**src/common/sdwl_pkg.sv**
```systemverilog
/*
  Constants for the serial write latch of a single-channel voltage DAC.
  Assumes a single system clock domain; the serial pins are sampled into it.
*/
package sdwl_pkg;
  localparam int unsigned SDWL_WORD_BITS = 16;
  localparam int unsigned SDWL_CNT_BITS = 5;
  localparam logic [4:0] SDWL_FULL_COUNT = 5'h10;
  localparam int unsigned SDWL_IGNORE_BIT = 15;
  localparam int unsigned SDWL_VREF_BUF_BIT = 14;
  localparam int unsigned SDWL_GAIN_BIT = 13;
  localparam int unsigned SDWL_ACTIVE_BIT = 12;
  localparam int unsigned SDWL_CODE_MSB = 11;
  localparam int unsigned SDWL_CODE_BITS = 12;
  localparam logic [15:0] SDWL_WORD_RESET = 16'h0000;
  localparam logic SDWL_VREF_BUF_RESET = 1'b0;
  localparam logic SDWL_GAIN_N_RESET = 1'b0;
  localparam logic SDWL_ACTIVE_RESET = 1'b0;
  localparam logic [11:0] SDWL_CODE_RESET = 12'h000;
endpackage : sdwl_pkg

```
**src/hw/sdwl_top.sv**
```systemverilog
/*
  Serial write latch: receives 16-bit words on chip select, serial clock and
  serial data, holds them in an input register, and moves them to the output
  register on the active-low load strobe.
  Assumes all serial pins and the strobe are asynchronous to clk_in and that
  the serial clock is well below half of clk_in.
*/
`timescale 1ns/10ps
module sdwl_top
  import sdwl_pkg::*;
#(
  parameter int unsigned CODE_WIDTH = 12
) (
  input wire logic clk_in,
  input wire logic reset_n_in,
  input wire logic chip_select_n_in,
  input wire logic serial_clock_in,
  input wire logic serial_data_in,
  input wire logic load_output_strobe_n_in,
  output logic vref_buffer_enable_out,
  output logic gain_select_n_out,
  output logic active_not_shutdown_out,
  output logic [CODE_WIDTH-1:0] code_bits_out
);

  // ----------------------------------------
  // Reset release and pin synchronisers
  // ----------------------------------------
  logic [1:0] rst_sync_q;
  logic rst_n;
  logic [1:0] cs_sync_q;
  logic [1:0] sck_sync_q;
  logic [1:0] sdi_sync_q;
  logic [1:0] ld_sync_q;
  logic cs_n_s;
  logic sck_s;
  logic sdi_s;
  logic ld_n_s;
  logic cs_prev_q;
  logic sck_prev_q;

  always_ff @(posedge clk_in or negedge reset_n_in) begin
    if (!reset_n_in) begin
      rst_sync_q <= 2'h0;
    end else begin
      rst_sync_q <= {rst_sync_q[0], 1'b1};
    end
  end
  assign rst_n = rst_sync_q[1];

  // Idle levels: chip select high, strobe high
  always_ff @(posedge clk_in or negedge rst_n) begin
    if (!rst_n) begin
      cs_sync_q <= 2'h3;
      sck_sync_q <= 2'h0;
      sdi_sync_q <= 2'h0;
      ld_sync_q <= 2'h3;
      cs_prev_q <= 1'b1;
      sck_prev_q <= 1'b0;
    end else begin
      cs_sync_q <= {cs_sync_q[0], chip_select_n_in};
      sck_sync_q <= {sck_sync_q[0], serial_clock_in};
      sdi_sync_q <= {sdi_sync_q[0], serial_data_in};
      ld_sync_q <= {ld_sync_q[0], load_output_strobe_n_in};
      cs_prev_q <= cs_sync_q[1];
      sck_prev_q <= sck_sync_q[1];
    end
  end
  assign cs_n_s = cs_sync_q[1];
  assign sck_s = sck_sync_q[1];
  assign sdi_s = sdi_sync_q[1];
  assign ld_n_s = ld_sync_q[1];

  // ----------------------------------------
  // Shift logic
  // ----------------------------------------
  logic cs_fall;
  logic cs_rise;
  logic sck_rise;
  logic shift_en;
  logic frame_ok;
  logic word_accept;
  logic [SDWL_WORD_BITS-1:0] shift_q;
  logic [SDWL_CNT_BITS-1:0] count_q;

  assign cs_fall = cs_prev_q && !cs_n_s;
  assign cs_rise = !cs_prev_q && cs_n_s;
  assign sck_rise = !sck_prev_q && sck_s;
  // Mode 0,0 and 1,1 both sample data at the rising edge
  assign shift_en = !cs_n_s && sck_rise && (count_q < SDWL_FULL_COUNT);
  assign frame_ok = (count_q == SDWL_FULL_COUNT);
  assign word_accept = cs_rise && frame_ok && !shift_q[SDWL_IGNORE_BIT];

  always_ff @(posedge clk_in or negedge rst_n) begin
    if (!rst_n) begin
      shift_q <= SDWL_WORD_RESET;
      count_q <= '0;
    end else if (cs_fall) begin
      count_q <= '0;
    end else if (shift_en) begin
      shift_q <= {shift_q[SDWL_WORD_BITS-2:0], sdi_s};
      count_q <= count_q + 5'h01;
    end
  end

  // ----------------------------------------
  // Input and output registers
  // ----------------------------------------
  logic in_vref_q;
  logic in_gain_n_q;
  logic in_active_q;
  logic [CODE_WIDTH-1:0] in_code_q;
  logic in_valid_q;
  logic load_now;

  always_ff @(posedge clk_in or negedge rst_n) begin
    if (!rst_n) begin
      in_vref_q <= SDWL_VREF_BUF_RESET;
      in_gain_n_q <= SDWL_GAIN_N_RESET;
      in_active_q <= SDWL_ACTIVE_RESET;
      in_code_q <= '0;
      in_valid_q <= 1'b0;
    end else if (word_accept) begin
      in_vref_q <= shift_q[SDWL_VREF_BUF_BIT];
      in_gain_n_q <= shift_q[SDWL_GAIN_BIT];
      in_active_q <= shift_q[SDWL_ACTIVE_BIT];
      in_code_q <= shift_q[SDWL_CODE_MSB -: CODE_WIDTH];
      in_valid_q <= 1'b1;
    end
  end

  // A held-low strobe follows each new latch one cycle later
  assign load_now = !ld_n_s && in_valid_q;

  always_ff @(posedge clk_in or negedge rst_n) begin
    if (!rst_n) begin
      vref_buffer_enable_out <= SDWL_VREF_BUF_RESET;
      gain_select_n_out <= SDWL_GAIN_N_RESET;
      active_not_shutdown_out <= SDWL_ACTIVE_RESET;
      code_bits_out <= '0;
    end else if (load_now) begin
      vref_buffer_enable_out <= in_vref_q;
      gain_select_n_out <= in_gain_n_q;
      active_not_shutdown_out <= in_active_q;
      code_bits_out <= in_code_q;
    end
  end
  // No serial output port exists.

  // ----------------------------------------
  // Assertions
  // ----------------------------------------
  a_tail_ignored: assert property (@(posedge clk_in) disable iff (!rst_n)
    (count_q == SDWL_FULL_COUNT) && !cs_fall |=> $stable(shift_q))
    else $error("shift after sixteenth clock");
  a_idle_no_shift: assert property (@(posedge clk_in) disable iff (!rst_n)
    cs_n_s && !cs_fall |=> $stable(shift_q))
    else $error("shift while chip select high");
  a_short_abort: assert property (@(posedge clk_in) disable iff (!rst_n)
    cs_rise && (count_q != SDWL_FULL_COUNT) |=> $stable(in_code_q) && $stable(in_active_q))
    else $error("short frame changed input register");
  a_ignore_cmd: assert property (@(posedge clk_in) disable iff (!rst_n)
    cs_rise && shift_q[SDWL_IGNORE_BIT] |=> $stable(in_valid_q) && $stable(in_code_q))
    else $error("ignored command changed register");
  a_capture_word: assert property (@(posedge clk_in) disable iff (!rst_n)
    word_accept |=> in_code_q == $past(shift_q[SDWL_CODE_MSB -: CODE_WIDTH])
      && in_active_q == $past(shift_q[SDWL_ACTIVE_BIT]))
    else $error("word not captured");
  a_held_load: assert property (@(posedge clk_in) disable iff (!rst_n)
    word_accept && !ld_n_s ##1 !ld_n_s |=> code_bits_out == $past(in_code_q, 1))
    else $error("held strobe did not update output");
  a_strobe_high: assert property (@(posedge clk_in) disable iff (!rst_n)
    ld_n_s |=> $stable(code_bits_out) && $stable(active_not_shutdown_out))
    else $error("output changed without strobe");
  a_stay_shut: assert property (@(posedge clk_in) disable iff (!rst_n)
    !active_not_shutdown_out && !in_active_q |=> !active_not_shutdown_out)
    else $error("left shutdown without active bit");
  a_count_clear: assert property (@(posedge clk_in) disable iff (!rst_n)
    cs_fall |=> count_q == '0)
    else $error("counter not cleared on frame start");
  a_count_range: assert property (@(posedge clk_in) disable iff (!rst_n)
    count_q <= SDWL_FULL_COUNT)
    else $error("bit counter passed sixteen");
  a_cfg_capture: assert property (@(posedge clk_in) disable iff (!rst_n)
    word_accept |=> in_vref_q == $past(shift_q[SDWL_VREF_BUF_BIT])
      && in_gain_n_q == $past(shift_q[SDWL_GAIN_BIT]))
    else $error("configuration bits not captured");
  // Output follows the input register one cycle after the synced strobe
  a_load_copy: assert property (@(posedge clk_in) disable iff (!rst_n)
    load_now |=> code_bits_out == $past(in_code_q)
      && vref_buffer_enable_out == $past(in_vref_q)
      && gain_select_n_out == $past(in_gain_n_q)
      && active_not_shutdown_out == $past(in_active_q))
    else $error("strobe did not copy input register");
  // A strobe before any valid word must not wake the output
  a_early_shut: assert property (@(posedge clk_in) disable iff (!rst_n)
    !in_valid_q |=> !active_not_shutdown_out && $stable(code_bits_out))
    else $error("output woke before a valid write");

  c_full_frame: cover property (@(posedge clk_in) disable iff (!rst_n) word_accept);
  c_short_frame: cover property (@(posedge clk_in) disable iff (!rst_n) cs_rise && !frame_ok);
  c_wake: cover property (@(posedge clk_in) disable iff (!rst_n) $rose(active_not_shutdown_out));
  c_held_load: cover property (@(posedge clk_in) disable iff (!rst_n) word_accept && !ld_n_s);
  c_ignored_cmd: cover property (@(posedge clk_in) disable iff (!rst_n)
    cs_rise && frame_ok && shift_q[SDWL_IGNORE_BIT]);

endmodule : sdwl_top

```
**config.mk**
```make
export PLATFORM = sky130hd
export DESIGN_NAME = sdwl_top
export DESIGN_NICKNAME = d
export VERILOG_FILES = /design/src/common/sdwl_pkg.sv /design/src/hw/sdwl_top.sv
export SDC_FILE = /design/constraint.sdc
export NUM_CORES = 1
export LEC_CHECK = 0
export BUFFER_PORTS_ARGS = -buffer_cell sky130_fd_sc_hd__clkbuf_2
export CORE_AREA = 2 2 81 83
export DETAILED_ROUTE_END_ITERATION = 16
export DIE_AREA = 0 0 83 85
export PLACE_DENSITY = 0.66
export SYNTH_ARGS = -nofsm -noshare
export SYNTH_HDL_FRONTEND = slang
export SYNTH_SLANG_ARGS = --single-unit
export TNS_END_PERCENT = 5
```
**constraint.sdc**
```tcl
create_clock -name clk_in -period 2.3 [get_ports clk_in]
set_clock_uncertainty 0.15 [all_clocks]
set_input_delay 0.23 -clock clk_in [delete_from_list [all_inputs] [get_ports clk_in]]
set_output_delay 0.23 -clock clk_in [all_outputs]
set_load 0.05 [all_outputs]
```
==> results_dict.tcl <==
set metrics [dict create \
    status "completed" \
    routed_wl_um 3830 \
    finalWeightedCongestion 0.823 \
    vias 1264 \
    pwr-share-clk 0.413 \
    fp-row-count 29 \
    cts_resized 0 \
    yosysWarnings 0 \
    end_kind "register" \
    hold_buffers 5 \
    synth_edf_count 0 \
    layout-drive-gt1-share 0.505 \
    cts_tree "built" \
    start_util 0.387 \
    grt_max_degree 33 \
    antenna_found_initial 0 \
    period_share 0.927 \
    yosysMostFrequentCell "dfrtp_1" \
    dp.final_hpwl_um 2550 \
    grt_overflow 0 \
    worst_slew_pin_slew_ps 708 \
    p_int_uw 1730 \
    grt_pass1_vias 1450 \
    drt_iter0_drc 57 \
    startpoint_type "register" \
    synth_top_area_share 0.616 \
    vdd.ir_drop.worst_mv 0.378 \
    crit_fanout 18 \
    switching_share 0.232 \
    cts_root_buf "clkbuf_8" \
    max_freq_mhz 469 \
    ant_nets 0 \
    crit_family "simple AND/OR/NAND/NOR gates" \
    ys.flop_type "dfrtp_1" \
    seq_power_share 0.546 \
    finalPower_uw 2260 \
    final_util 0.458 \
    yosysUniqueCellTypes 25 \
    core_area_um2 6200 \
    drcViolationCount 0 \
    combPwrFrac 0.041 \
    dieArea_um2 7060 \
    grtUsageTotal 0.127 \
    vias_per_cell 4.88 \
    crit_path_max_incr_delay_ps 690 \
    place.port_buffers 20 \
    setup_viol 0 \
    post_cts_buffers 0 \
    clk_pin_slew_ps 70 \
    htreeDepth 3 \
    fillerInstances 554 \
    finish.net_count 185 \
    syn_area_um2 2400 \
    numCtsBuffers 9 \
    synth_area_leader_cell "dfrtp_1" \
    p_leak_uw 0.00144 \
    rsz0062_at_grt "false" \
    crit_slowest_cell "or4b_1" \
    period_minus_slack_ps 2130 \
    diodes 0 \
    first_pass_iters 4 \
    slew_viol_final 0 \
    drv_cap 0 \
    worstSetupPathType "register to register" \
    die_w_um 83 \
    slew_headroom 0.528 \
    hp-class "input pin to async pin" \
    async_flop_share 1.00 \
    synthTopCellsByArea "dfrtp_1 (62%), mux2_2 (18%), dfstp_2 (5.5%)" \
    cp_cell_sequence "or4b_1 -> nor2_8 -> mux2_2" \
    postSynthAreaPerCell_um2 16.8 \
    synthTopCellsByCount "dfrtp_1 (59), mux2_2 (38), mux2_4 (8)" \
    power.switching_uw 524 \
    yosys_register_bits 64 \
    cp.buffers_inverters 0 \
    die-height_um 85 \
    ys_seq_area_frac 0.670 \
    power_density_nw_per_um2 795 \
    tns_ps 0 \
    routedWlPerCell_um 14.8 \
    arrival_ps 2210 \
    clock_latency_ps 340 \
    hold_violations 0 \
    clock_path_buffers 2 \
    cts.sinks 64 \
    grt_pass1_wl_um 6790 \
    areaGrowthSynthToFinish_pct 18.4 \
    synthesis.nets 151 \
    worstPathRequired_ps 2370 \
    syn_inst 143 \
    io_pins 21 \
]
[cells by family after synthesis]
kind of cell / synth area share
flip-flops: 0.670
multiplexers: 0.233
AND/OR/NAND/NOR: 0.0470
buffers and inverters: 0.0203
AO/OA/AOI/OAI: 0.0177
adder cells (fa/ha/maj): 0.0104
other: 0.00156
[sequential cells by signal, summed over array words and instances (netlist names), 2 cells and up]
| register | flops |
|---|---|
| rst_sync_q | 2 |
| ld_sync_q | 2 |
| sck_sync_q | 2 |
| shift_q | 16 |
| count_q | 5 |
| code_bits_out | 12 |
| sdi_sync_q | 2 |
| cs_sync_q | 2 |
| in_code_q | 12 |
[cells in the final DEF (no fill, tap or decap), drive strengths merged, types with 3 or more instances in the layout]
master	synthesis	layout
nand2	3	3
dfrtp	59	59
dfstp	5	5
clkinv	0	4
inv	3	3
mux2	46	46
clkbuf	2	29
nand2b	3	3
dlygate4sd3	0	5
buf	3	3
[per-stage QoR]
step | hold WS (ps) | instance area (um^2) | instances | worst slack (ps)
3_3_place_gp | -134 | 2590 | 238 | 267
4_1_cts | 50.4 | 2840 | 259 | 174
6_report | 57.5 | 2840 | 259 | 168
2_1_floorplan | -216 | 2400 | 143 | 245
5_1_grt | 41.9 | 2840 | 259 | 115
3_5_place_dp | -132 | 2590 | 238 | 183
[power groups by stage]
stage | combinational [uW] | sequential, uW | clock, uW
floorplan | 60.6 | 1240 | 0
global placement | 79.0 | 1250 | 0
detailed placement | 88.2 | 1260 | 0
CTS | 95.2 | 1240 | 961
global route | 104 | 1240 | 1020
finish | 92.7 | 1230 | 931
[final cells by class]
class                      count  area [um^2]  share of cell area
clock inverter                 7         72.6              0.0256
timing repair buffer          28          185              0.0652
sequential                    64         1610               0.567
inverter                       3         11.3             0.00396
clock buffer                   9          124              0.0436
tap                           77         96.3              0.0339
multi-input combinational     71          742               0.261
[per-layer routing]
layer / up-vias / part of all wire / global-route usage
met1: 661 / 0.39 / 0.134
met5: - / 0 / 0
met4: 0 / 0.030 / 0.0894
met2: 22 / 0.53 / 0.208
li1: 569 / - / -
met3: 12 / 0.046 / 0.0486
[worst register-to-register path: cells and delay by family (launching register included)]
kind / cells / cell delay [ps]
flops: 1 / 420
mux: 1 / 390
simple gates: 2 / 1050
[path summary, 6_finish.rpt]
kind / endpoint / start / slack (ps) / cells past startpoint
worst max-delay path: shift_q[0] / count_q[4] / 170 / 3
max in group asynchronous: cs_prev_q / rst_sync_q[1] / 1160 / 1
worst max register to register: shift_q[0] / count_q[4] / 170 / 3
worst min register to register: sck_sync_q[1] / rst_sync_q[1] / 170 / 0
min in group clk_in: rst_sync_q[1] / rst_sync_q[0] / 200 / 0
worst min-delay path: rst_sync_q[1] / reset_n_in / 60 / 2
Power figures use the tool's default switching activity.
